**src/hw/cpu_if_ctl_map.vh**
```
`ifndef CPU_IF_CTL_MAP_VH
`define CPU_IF_CTL_MAP_VH
// field positions of the control register
`define CTL_EXT_RANGE_BIT   19
`define CTL_RANGE_SEL_BIT   18
`define CTL_AFF3_BIT        15
`define CTL_LOCAL_ERR_BIT   14
`define CTL_ID_WIDTH_HI     13
`define CTL_ID_WIDTH_LO     11
`define CTL_PRI_HI          10
`define CTL_PRI_LO          8
`define CTL_PRIORITY_MASK_HINT_ENABLE_BIT        6
`define CTL_SPLIT_BIT       1
// fixed field values
`define CTL_EXT_RANGE_VAL   1'h1
`define CTL_RANGE_SEL_VAL   1'h0
`define CTL_AFF3_VAL        1'h1
`define CTL_LOCAL_ERR_VAL   1'h0
`define CTL_ID_WIDTH_VAL    3'h0
`define CTL_PRI_BITS        3'h5
// reset values of the writable bits
`define CTL_PRIORITY_MASK_HINT_ENABLE_RST        1'h0
`define CTL_SPLIT_RST       1'h0
// lowest group 0 binary point is this value less the priority field
`define CTL_BP_MIN_TOP      3'h6
`define CTL_BP_MIN_RST      3'h0
`define CTL_DATA_ZERO       64'h0
`endif

```
**src/hw/split_mode_bank.v**
```verilog
`timescale 1ns/1ns
`include "cpu_if_ctl_map.vh"
// banked secure / non-secure split mode bits
module split_mode_bank (
  // clock and reset
  input  wire sys_clk,
  input  wire rst_n,
  // write side
  input  wire wr_en,
  input  wire wr_secure,
  input  wire wr_bit,
  // top-level register write path
  input  wire top_wr_en,
  input  wire top_wr_s,
  input  wire top_wr_ns,
  // state
  output reg  secure_split_mode_copy,
  output reg  nonsecure_split_mode_copy
);
  // one flop per security state; top-level writes alias the same flops
  always @(posedge sys_clk or negedge rst_n) begin
    if (!rst_n) begin
      secure_split_mode_copy    <= `CTL_SPLIT_RST;
      nonsecure_split_mode_copy <= `CTL_SPLIT_RST;
    end else if (top_wr_en) begin
      // top-level register wins when both write together
      secure_split_mode_copy    <= top_wr_s;
      nonsecure_split_mode_copy <= top_wr_ns;
    end else if (wr_en) begin
      if (wr_secure) begin
        secure_split_mode_copy <= wr_bit;
      end else begin
        nonsecure_split_mode_copy <= wr_bit;
      end
    end
  end
endmodule

```
**src/hw/cpu_if_control_el1.v**
```verilog
`timescale 1ns/1ns
`include "cpu_if_ctl_map.vh"
// What this block does
// - bit 19 reads one, extended range
// - bit 18 reads zero, no range selector
// - bit 15 reads one, writes ignored
// - bit 14 reads zero, writes ignored
// - id width field reads zero encoding
// - priority field reports five bits minus one
// - priority field independent of security inputs
// - priority count sets binary point minimum
// - physical read uses top-level priority field
// - hint enable bit drives hint output
// - hint aliases top level, writable if disable
// - split clear: end-of-irq drops and deactivates
// - split set: only drop, deactivate separate
// - banked secure and non-secure split copies
module cpu_if_control_el1 #(
  parameter [2:0] PRI_BITS_MINUS_ONE = 3'h4
) (
  // clock and reset
  input  wire        sys_clk,
  input  wire        rst_n,
  // system register access
  input  wire        reg_rd_en,
  input  wire        reg_wr_en,
  input  wire        reg_secure,
  input  wire [63:0] reg_wdata,
  output reg  [63:0] reg_rdata,
  output reg         reg_rvalid,
  // top-level control register alias path
  input  wire        top_wr_en,
  input  wire        top_wr_priority_mask_hint_enable,
  input  wire        top_wr_split_s,
  input  wire        top_wr_split_ns,
  input  wire        top_level_present,
  input  wire [2:0]  top_level_pri_field,
  // distributor security disable
  input  wire        distributor_security_disable,
  // end-of-interrupt traffic
  input  wire        eoi_wr,
  input  wire        eoi_secure,
  input  wire        deact_wr,
  // control outputs
  output reg         priority_mask_hint_enable,
  output reg         eoi_priority_drop,
  output reg         eoi_deactivate,
  output reg         deact_unpredictable,
  output reg  [2:0]  group0_bp_min
);
  // all state sits on sys_clk; the only foreign input is the
  // distributor disable, which is synchronised before use
  // synchronised security disable; the distributor runs on its own
  // timing, so its level is trusted only after two flops
  reg        ds_meta_r;     // first stage, only read by second
  reg        ds_r;          // usable level
  // hint bit storage and its next value
  reg        priority_mask_hint_enable_r;        // stored hint enable
  reg        priority_mask_hint_enable_nxt;      // hint value for the next edge
  reg        priority_mask_hint_enable_local_ok; // local write may reach the hint
  // banked split copies
  wire       split_s;       // secure copy from the bank
  wire       split_ns;      // non-secure copy from the bank
  wire       split_cur;     // copy selected by eoi security
  wire       split_acc;     // copy selected by register access
  // read path
  reg  [2:0] pri_field;     // value shown in priority field
  reg [63:0] rd_word;       // assembled read value
  // end-of-interrupt and binary point next values
  reg        drop_nxt;      // priority drop for the next edge
  reg        deact_nxt;     // deactivation for the next edge
  reg        unpred_nxt;    // flagged deactivate for the next edge
  reg  [2:0] bp_min_nxt;    // binary point minimum for the next edge

  // two-flop synchroniser for the distributor control
  always @(posedge sys_clk or negedge rst_n) begin
    if (!rst_n) begin
      // reset reads as security enabled, the locked case
      ds_meta_r <= 1'h0;
      ds_r      <= 1'h0;
    end else begin
      // only ds_r is read by the logic below
      ds_meta_r <= distributor_security_disable;
      ds_r      <= ds_meta_r;
    end
  end

  // banked split bits live in the leaf module; a register write picks
  // its copy by the access security state, a top-level write sets both
  // copies at once so the two views never drift apart
  split_mode_bank u_bank (
    .sys_clk                   (sys_clk),
    .rst_n                     (rst_n),
    .wr_en                     (reg_wr_en),
    .wr_secure                 (reg_secure),
    .wr_bit                    (reg_wdata[`CTL_SPLIT_BIT]),
    .top_wr_en                 (top_wr_en),
    .top_wr_s                  (top_wr_split_s),
    .top_wr_ns                 (top_wr_split_ns),
    .secure_split_mode_copy    (split_s),
    .nonsecure_split_mode_copy (split_ns)
  );

  // end-of-interrupt traffic uses its own security state, register
  // accesses theirs; both may be in flight in the same cycle
  assign split_cur = eoi_secure ? split_s : split_ns;
  assign split_acc = reg_secure ? split_s : split_ns;

  // a local write reaches the hint only when no top level owns it or
  // when the distributor has opened it up; the synchronised level is
  // used, so a change of the disable takes two cycles to show here
  always @* begin
    priority_mask_hint_enable_local_ok = ds_r || !top_level_present;
  end

  // hint next value; the top-level alias write wins so that the two
  // views of the one bit can never disagree
  always @* begin
    if (top_wr_en) begin
      // top-level alias write
      priority_mask_hint_enable_nxt = top_wr_priority_mask_hint_enable;
    end else if (reg_wr_en && priority_mask_hint_enable_local_ok) begin
      // open local write
      priority_mask_hint_enable_nxt = reg_wdata[`CTL_PRIORITY_MASK_HINT_ENABLE_BIT];
    end else begin
      // locked or idle: keep the stored value
      priority_mask_hint_enable_nxt = priority_mask_hint_enable_r;
    end
  end

  // hint storage; the stored bit feeds the read word and the output flop
  always @(posedge sys_clk or negedge rst_n) begin
    if (!rst_n) begin
      priority_mask_hint_enable_r <= `CTL_PRIORITY_MASK_HINT_ENABLE_RST;
    end else begin
      priority_mask_hint_enable_r <= priority_mask_hint_enable_nxt;
    end
  end

  // priority field: top-level copy when present, security ignored
  // the local count is a parameter so a smaller build can shrink it
  always @* begin
    if (top_level_present) begin
      // physical reads follow the top-level register
      pri_field = top_level_pri_field;
    end else begin
      // no top level: the implemented count, whatever the security
      pri_field = PRI_BITS_MINUS_ONE;
    end
  end

  // read word; every reserved bit is a constant zero
  always @* begin
    rd_word = `CTL_DATA_ZERO;
    rd_word[`CTL_EXT_RANGE_BIT] = `CTL_EXT_RANGE_VAL;
    rd_word[`CTL_RANGE_SEL_BIT] = `CTL_RANGE_SEL_VAL;
    rd_word[`CTL_AFF3_BIT] = `CTL_AFF3_VAL;
    rd_word[`CTL_LOCAL_ERR_BIT] = `CTL_LOCAL_ERR_VAL;
    rd_word[`CTL_ID_WIDTH_HI:`CTL_ID_WIDTH_LO] = `CTL_ID_WIDTH_VAL;
    rd_word[`CTL_PRI_HI:`CTL_PRI_LO] = pri_field;
    // the two live bits; writes never reach the fixed ones above
    rd_word[`CTL_PRIORITY_MASK_HINT_ENABLE_BIT] = priority_mask_hint_enable_r;
    rd_word[`CTL_SPLIT_BIT] = split_acc;
  end

  // read answer one cycle after the request; data held until next read
  always @(posedge sys_clk or negedge rst_n) begin
    if (!rst_n) begin
      reg_rdata  <= `CTL_DATA_ZERO;
      reg_rvalid <= 1'h0;
    end else begin
      // valid is a one-cycle pulse per read
      reg_rvalid <= reg_rd_en;
      if (reg_rd_en) begin
        // capture; the core may take the word any time before the next read
        reg_rdata <= rd_word;
      end
    end
  end

  // end-of-interrupt decode; with split mode clear an end-of-interrupt
  // write both drops and deactivates, with it set deactivation waits
  // for the separate deactivate write
  // drop and deactivate are one-cycle pulses, one edge after the write
  always @* begin
    // every end-of-interrupt write drops the running priority
    drop_nxt = eoi_wr;
    if (split_cur) begin
      // split: only the deactivate write deactivates
      deact_nxt  = deact_wr;
      unpred_nxt = 1'h0;
    end else begin
      // combined: the end-of-interrupt write deactivates as well
      deact_nxt  = eoi_wr;
      // a deactivate write here has no defined effect; it is only
      // flagged to the core, never acted on, so no state is touched
      unpred_nxt = deact_wr;
    end
  end

  // lowest group 0 binary point follows the implemented priority
  // bits; fewer bits leave fewer subpriority levels to split off
  always @* begin
    bp_min_nxt = `CTL_BP_MIN_TOP - pri_field;
  end

  // registered control outputs, so every pin comes from a flop
  always @(posedge sys_clk or negedge rst_n) begin
    if (!rst_n) begin
      eoi_priority_drop         <= 1'h0;
      eoi_deactivate            <= 1'h0;
      deact_unpredictable       <= 1'h0;
      priority_mask_hint_enable <= `CTL_PRIORITY_MASK_HINT_ENABLE_RST;
      group0_bp_min             <= `CTL_BP_MIN_RST;
    end else begin
      eoi_priority_drop         <= drop_nxt;
      eoi_deactivate            <= deact_nxt;
      deact_unpredictable       <= unpred_nxt;
      // the hint leaves through its own flop to the distributor side
      priority_mask_hint_enable <= priority_mask_hint_enable_r;
      group0_bp_min             <= bp_min_nxt;
    end
  end
endmodule

```
**config.mk**
```make
export PLATFORM = sky130hd
export DESIGN_NAME = cpu_if_control_el1
export DESIGN_NICKNAME = d
export VERILOG_FILES = /design/src/hw/split_mode_bank.v /design/src/hw/cpu_if_control_el1.v
export VERILOG_INCLUDE_DIRS = /design/src /design/src/hw
export SDC_FILE = /design/constraint.sdc
export NUM_CORES = 1
export LEC_CHECK = 0
export ABC_AREA = 0
export CAP_MARGIN = 20
export CORE_AREA = 2 2 59 61
export CTS_CLUSTER_DIAMETER = 50
export DETAILED_ROUTE_END_ITERATION = 16
export DIE_AREA = 0 0 61 63
export DONT_BUFFER_PORTS = 1
export HOLD_SLACK_MARGIN = 0.15
export PLACE_DENSITY = 0.55
export SYNTH_ARGS = -nofsm -noshare
export SYNTH_HDL_FRONTEND = slang
export SYNTH_SLANG_ARGS = --single-unit
```
**constraint.sdc**
```tcl
create_clock -name sys_clk -period 1.1 [get_ports sys_clk]
set_clock_uncertainty 0.2 [all_clocks]
set_input_delay 0.22 -clock sys_clk [delete_from_list [all_inputs] [get_ports sys_clk]]
set_output_delay 0.22 -clock sys_clk [all_outputs]
set_load 0.1 [all_outputs]
```
---- Yosys cells after proc, flatten, opt, wreduce, memory -nomap -nowiden ----
Cells that the tools add are included.
cells by class
  $mul .................................... 0
  shift-type cells ........................ 0
  $add $sub $neg .......................... 1
  div/mod/pow operators ................... 0
  equality and inequality tests ........... 1
  bitwise gates (word level) .............. 0
  mux-type cells .......................... 13
  reduce and logical (&&, ||, !) cells .... 8
  magnitude comparators ................... 0
operators by type and width
  operator                                                                  count
  1-bit 2-to-1 mux                                                          12
  2-bit nonzero test                                                        3
  2-bit AND reduction                                                       2
  3-bit 2-to-1 mux                                                          1
  3-bit subtractor (first input constant)                                   1
  2-bit by 1-bit inequality test with 1-bit output (second input constant)  1
  1-bit logical AND                                                         1
  1-bit zero test                                                           1
  1-bit logical OR                                                          1
storage, ports and cells
  bits in writable memories ............... 0
  ROM bits ................................ 0
  bits in latches ......................... 0
  register bits after elaboration ......... 19
  memories kept ........................... 0
  output and inout bits ................... 72
  bits of input ports ..................... 81

---- Longest topological paths before layout ----
  word-level depth ........................ 5
  mapped depth ............................ 3
  depth with buffers taken out ............ 3

---- Modules after synthesis ----
From an unflattened synthesis, not the netlist that was laid out.
second synthesis, totals
  cell total of the unflattened synthesis .. 109
  area, all modules ....................... 1158.6 um^2
modules (own cells, without submodules)
  module              cells an instance  sequential area each (um^2)  times used  area each (um^2)
  cpu_if_control_el1  99                 425.4                        1           1046.0
  split_mode_bank     10                 50.0                         1           112.6

---- Worst setup path after synthesis ----
Ideal clock, no wire load.
  path kind ............................... register -> output
  start point ............................. reg, netlist name reg_rdata[15]
  end point ............................... out reg_rdata[19]
  setup slack ............................. -0.654 ns
  arrival time ............................ 1.334 ns
  required time ........................... 0.680 ns
  stages on the path, launching flop included .. 2
  path through ............................ dfrtp_1 > buf_4
RTL lines
  element    line                     source
  to (decl)  cpu_if_control_el1.v:29  output reg [63:0] reg_rdata,
No word-level cell between the ends.

---- Final worst setup path ----
  start point ............................. reg, netlist name reg_rdata[15]
  end point ............................... out reg_rdata[19]
No word-level cell between the ends.

==> impl_results.html <==
<table>
<tr><th>Metric</th><th>Value</th></tr>
<tr><th colspan="2">Final layout</th></tr>
<tr><td>Fill cell total of the finished layout</td><td>about 300</td></tr>
<tr><td>Area Overhead vs Synth</td><td>30.6%</td></tr>
<tr><td>Fin cells</td><td>between 150 and 200</td></tr>
<tr><td>Layout cell share with drive strength beyond 1</td><td>between 30% and 40%</td></tr>
<tr><td>Antenna diode count</td><td>0</td></tr>
<tr><td>Final design utilization</td><td>between 40% and 50%</td></tr>
<tr><td>Net count reported at finish</td><td>approximately 220</td></tr>
<tr><td>Commonest cells after routing, fill and taps aside</td><td>conb_1, buf_12, dfrtp_2, dlygate4sd3_1, dfrtp_4</td></tr>
<tr><td>Commonest non-fill, non-tap cell in the layout</td><td>conb_1</td></tr>
<tr><th colspan="2">Global routing</th></tr>
<tr><td>Gr ovfl total</td><td>0</td></tr>
<tr><td>Maximum number of pins on one net before global-route repair</td><td>20</td></tr>
<tr><td>Vias in the first global route</td><td>about 540</td></tr>
<tr><td>Global Route Usage Sum</td><td>8.09%</td></tr>
<tr><td>First-pass GRT wire length</td><td>around 2400 um</td></tr>
<tr><td>Antenna violations before repair</td><td>0</td></tr>
<tr><th colspan="2">Pwr</th></tr>
<tr><td>PwrDens</td><td>between 1500 and 2000 mW/mm2</td></tr>
<tr><td>Standby leakage power</td><td>0.000766 uW</td></tr>
<tr><td>Maximum resistive drop on vdd</td><td>just under 600 uV</td></tr>
<tr><th colspan="2">STA</th></tr>
<tr><td># setup viols final</td><td>21</td></tr>
<tr><td>Rel. slew slack</td><td>a little over two fifths</td></tr>
<tr><td>Maximum frequency from static timing analysis</td><td>0.697 GHz</td></tr>
<tr><td>Worst Hold Margin</td><td>-0.104 ns</td></tr>
<tr><td>Count of pins over their slew limit</td><td>0</td></tr>
<tr><td>Period utilisation layout</td><td>130%</td></tr>
<tr><td>RSZ-0062 raised after global routing</td><td>true</td></tr>
<tr><td>PnR worst setup slack</td><td>-0.334 ns</td></tr>
<tr><td>Minimum clock period</td><td>between 1 and 1.5 ns</td></tr>
<tr><td>Final Hold Violating Endpoints</td><td>24</td></tr>
<tr><td>Slew at the pin with the worst max-slew slack</td><td>a little under 0.9 ns</td></tr>
<tr><th colspan="2">Synthesis</th></tr>
<tr><td>Post-synthesis share of cell area spent on full adders, half adders and majority gates</td><td>1.09%</td></tr>
<tr><td>Count of cell types in the netlist</td><td>22</td></tr>
<tr><td>Syn avg cell area</td><td>10.6 um2</td></tr>
<tr><td>Largest family of logic cells by synthesized area</td><td>buffers and inverters</td></tr>
<tr><td>Async SR Flop Fraction</td><td>100%</td></tr>
<tr><td>Number of enable-type register cells in the synthesized netlist</td><td>0</td></tr>
<tr><td>Compound-Gate Fraction of Synth Area</td><td>under 10%</td></tr>
<tr><td>XOR/XNOR share of the synthesized area</td><td>less than 1%</td></tr>
<tr><td>Post-synthesis instance area</td><td>between 0.001 and 0.0015 mm2</td></tr>
<tr><td>Sequential fraction of the synthesis area</td><td>41.3%</td></tr>
<tr><td>Number of standard cells after synthesis</td><td>~110</td></tr>
<tr><td>Fraction of the mapped netlist area in simple logic gates</td><td>under 10%</td></tr>
<tr><td>Number of synthesized register bits</td><td>19</td></tr>
<tr><td>Most used DFF post-synth</td><td>dfrtp_1</td></tr>
<tr><td>Mux share of post-synthesis cell area</td><td>under 10%</td></tr>
<tr><td>Warnings, synthesis</td><td>0</td></tr>
<tr><th colspan="2">Place</th></tr>
<tr><td>Worst slack at placement</td><td>-0.138 ns</td></tr>
<tr><td>Final estimated routing congestion in global placement</td><td>between 0.6 and 0.7</td></tr>
<tr><td>Detailed placement HPWL</td><td>1440 um</td></tr>
<tr><td>Cell Count Post-Placement</td><td>167</td></tr>
<tr><td>Buffers added on ports</td><td>0</td></tr>
<tr><th colspan="2">Setup path</th></tr>
<tr><td>Number of buffer and inverter stages on the critical path</td><td>1</td></tr>
<tr><td>Worst-path fanout max</td><td>2</td></tr>
<tr><td>Critical path start-end classification</td><td>flop to output port</td></tr>
<tr><td>Endpoint required time on the critical path</td><td>0.68 ns</td></tr>
<tr><td>Slowest stage cell on the critical path</td><td>dfrtp_4</td></tr>
<tr><td>Crit. End Element</td><td>output port</td></tr>
<tr><td>Ordered list of cells on the worst path</td><td>buf_12</td></tr>
<tr><td>Worst Setup Start Kind</td><td>flop</td></tr>
<tr><td>CP max stage delay</td><td>0.51 ns</td></tr>
<tr><td>Kind of cell adding the most delay to the critical path</td><td>flip-flops</td></tr>
<tr><td>CP arrival</td><td>1.01 ns</td></tr>
<tr><th colspan="2">Min path</th></tr>
<tr><td>Path class of the lowest-slack min-delay path</td><td>input port to async pin</td></tr>
<tr><th colspan="2">Outcome</th></tr>
<tr><td>Violated checks</td><td>negative hold slack, negative setup slack</td></tr>
<tr><td>Run status</td><td>finished, violations left</td></tr>
<tr><th colspan="2">Floorplan</th></tr>
<tr><td>Core outline area</td><td>0.00323 mm2</td></tr>
<tr><td>Die Span Y</td><td>~63 um</td></tr>
<tr><td>I/O pins</td><td>between 150 and 200</td></tr>
<tr><td>Initial cell density of the core</td><td>about 36%</td></tr>
<tr><td>Site row count</td><td>21</td></tr>
<tr><td>Floorplan die area</td><td>0.00384 mm2</td></tr>
<tr><td>Die span in x</td><td>between 60 and 70 um</td></tr>
<tr><th colspan="2">Clock tree</th></tr>
<tr><td>Number of CTS-inserted buffers</td><td>3</td></tr>
<tr><td>Clock-pin slew on the worst setup and hold paths</td><td>between 0.1 and 0.15 ns</td></tr>
<tr><td>TritonCTS clock tree</td><td>yes</td></tr>
<tr><td>Num Clock Sinks</td><td>19</td></tr>
<tr><td>Clk Latency, worst-skew pair</td><td>0.29 ns</td></tr>
<tr><td>Clk Tree Root Cell</td><td>clkbuf_4</td></tr>
<tr><td>Max Root-Sink Buffers</td><td>2</td></tr>
<tr><td>H-tree level count</td><td>1</td></tr>
<tr><th colspan="2">Detailed routing</th></tr>
<tr><td>Number of vias in the routed layout</td><td>roughly 640</td></tr>
<tr><td>Final wirelength</td><td>1770 um</td></tr>
<tr><td>Remaining antenna violation count</td><td>0</td></tr>
<tr><td>Vias per cell</td><td>between 3 and 4</td></tr>
<tr><td>Drt drc</td><td>0</td></tr>
<tr><td>Routed length per placed instance</td><td>about 9.6 um</td></tr>
<tr><td>First-pass detailed-route iteration total</td><td>4</td></tr>
<tr><td>Iteration-0 DRC count of the detailed router</td><td>12</td></tr>
<tr><th colspan="2">Run</th></tr>
<tr><td>Count of max-cap constraint violations</td><td>0</td></tr>
</table>
-- per-stage QoR --
stage / setup TNS, ns / power (uW) / cell area (um2)
5_1_grt: -5.21 / 2790 / 1510
2_1_floorplan: -0.852 / 2220 / 1410
3_5_place_dp: -0.138 / 2290 / 1310
3_3_place_gp: -0.152 / 2280 / 1310
6_report: -4.51 / 2710 / 1510
4_1_cts: -10.51 / 2700 / 1470
-- worst paths after layout --
check,startpoint,to,slack [ns],depth (start not counted)
min in group sys_clk,top_level_present,group0_bp_min[2],-0.08,2
max reg2reg,u_bank.secure_split_mode_copy,eoi_deactivate,-0.17,2
min reg2reg,ds_meta_r,ds_r,0.16,0
max,reg_rdata[15],reg_rdata[19],-0.33,1
max in group asynchronous,rst_n,reg_rdata[8],0.18,1
min,rst_n,reg_rdata[15],-0.10,1
-- synthesized netlist by cell type (2+ instances only) --
cell type	count	area (um2)
buf_4	58	435
dfrtp_1	19	475
mux2i_1	4	40.0
mux2_2	3	33.8
nand2_1	3	11.3
and2_1	2	12.5
inv_1	2	7.51
mux2_1	2	22.5
nand2b_1	2	12.5
o21ai_1	2	10.0
-- metal layers --
metal | global-route usage [%] | share of wire (%)
met2 | 14.5 | 51
met1 | 9.28 | 37
met5 | 0 | 0
met4 | 0.815 | 0
met3 | 2.90 | 12
-- cells by family (layout without fill, tap and decap cells) --
logic type / Yosys count / count (layout)
AOI/OAI and AO/OA: 6 / 6
xor gates and xnor gates: 1 / 1
adders and majority gates: 1 / 1
buffers and inverters: 61 / 35
DFF: 19 / 19
muxes: 9 / 9
other: 1 / 57
and+or+nand+nor: 11 / 11
-- where the power goes --
group | internal (uW) | leakage, uW | switching, uW | total, uW
Combinational | 280 | 0.000539 | 1250 | 1530
Sequential | 773 | 0.000209 | 52.6 | 826
Clock | 135 | 0.0000177 | 213 | 348
-- sequential cells by signal, indices dropped and copies added (netlist names) --
name	count
deact_unpredictable	1
ds_meta_r	1
ds_r	1
eoi_deactivate	1
eoi_priority_drop	1
group0_bp_min	3
priority_mask_hint_enable	1
priority_mask_hint_enable_r	1
reg_rdata	6
reg_rvalid	1
u_bank.nonsecure_split_mode_copy	1
u_bank.secure_split_mode_copy	1
-- cell type report --
| cell class | instances | area, um2 | area share (%) |
|---|---|---|---|
| multi-input combinational | 85 | 460 | 30.6 |
| sequential | 19 | 508 | 33.7 |
| tap | 46 | 57.6 | 3.82 |
| clock inverter | 1 | 5.00 | 0.333 |
| timing repair buffer | 29 | 444 | 29.5 |
| clock buffer | 3 | 22.5 | 1.50 |
| inverter | 2 | 7.51 | 0.499 |
-- what timing repair did --
action	CTS	global route
resized for setup	0	9
buffers inserted	1	1
endpoints found under the setup margin	16	46
pin swaps	0	1
hold buffers	12	1
endpoints found under the hold margin	36	31
Note: power is estimated with default switching activity, not from simulation.
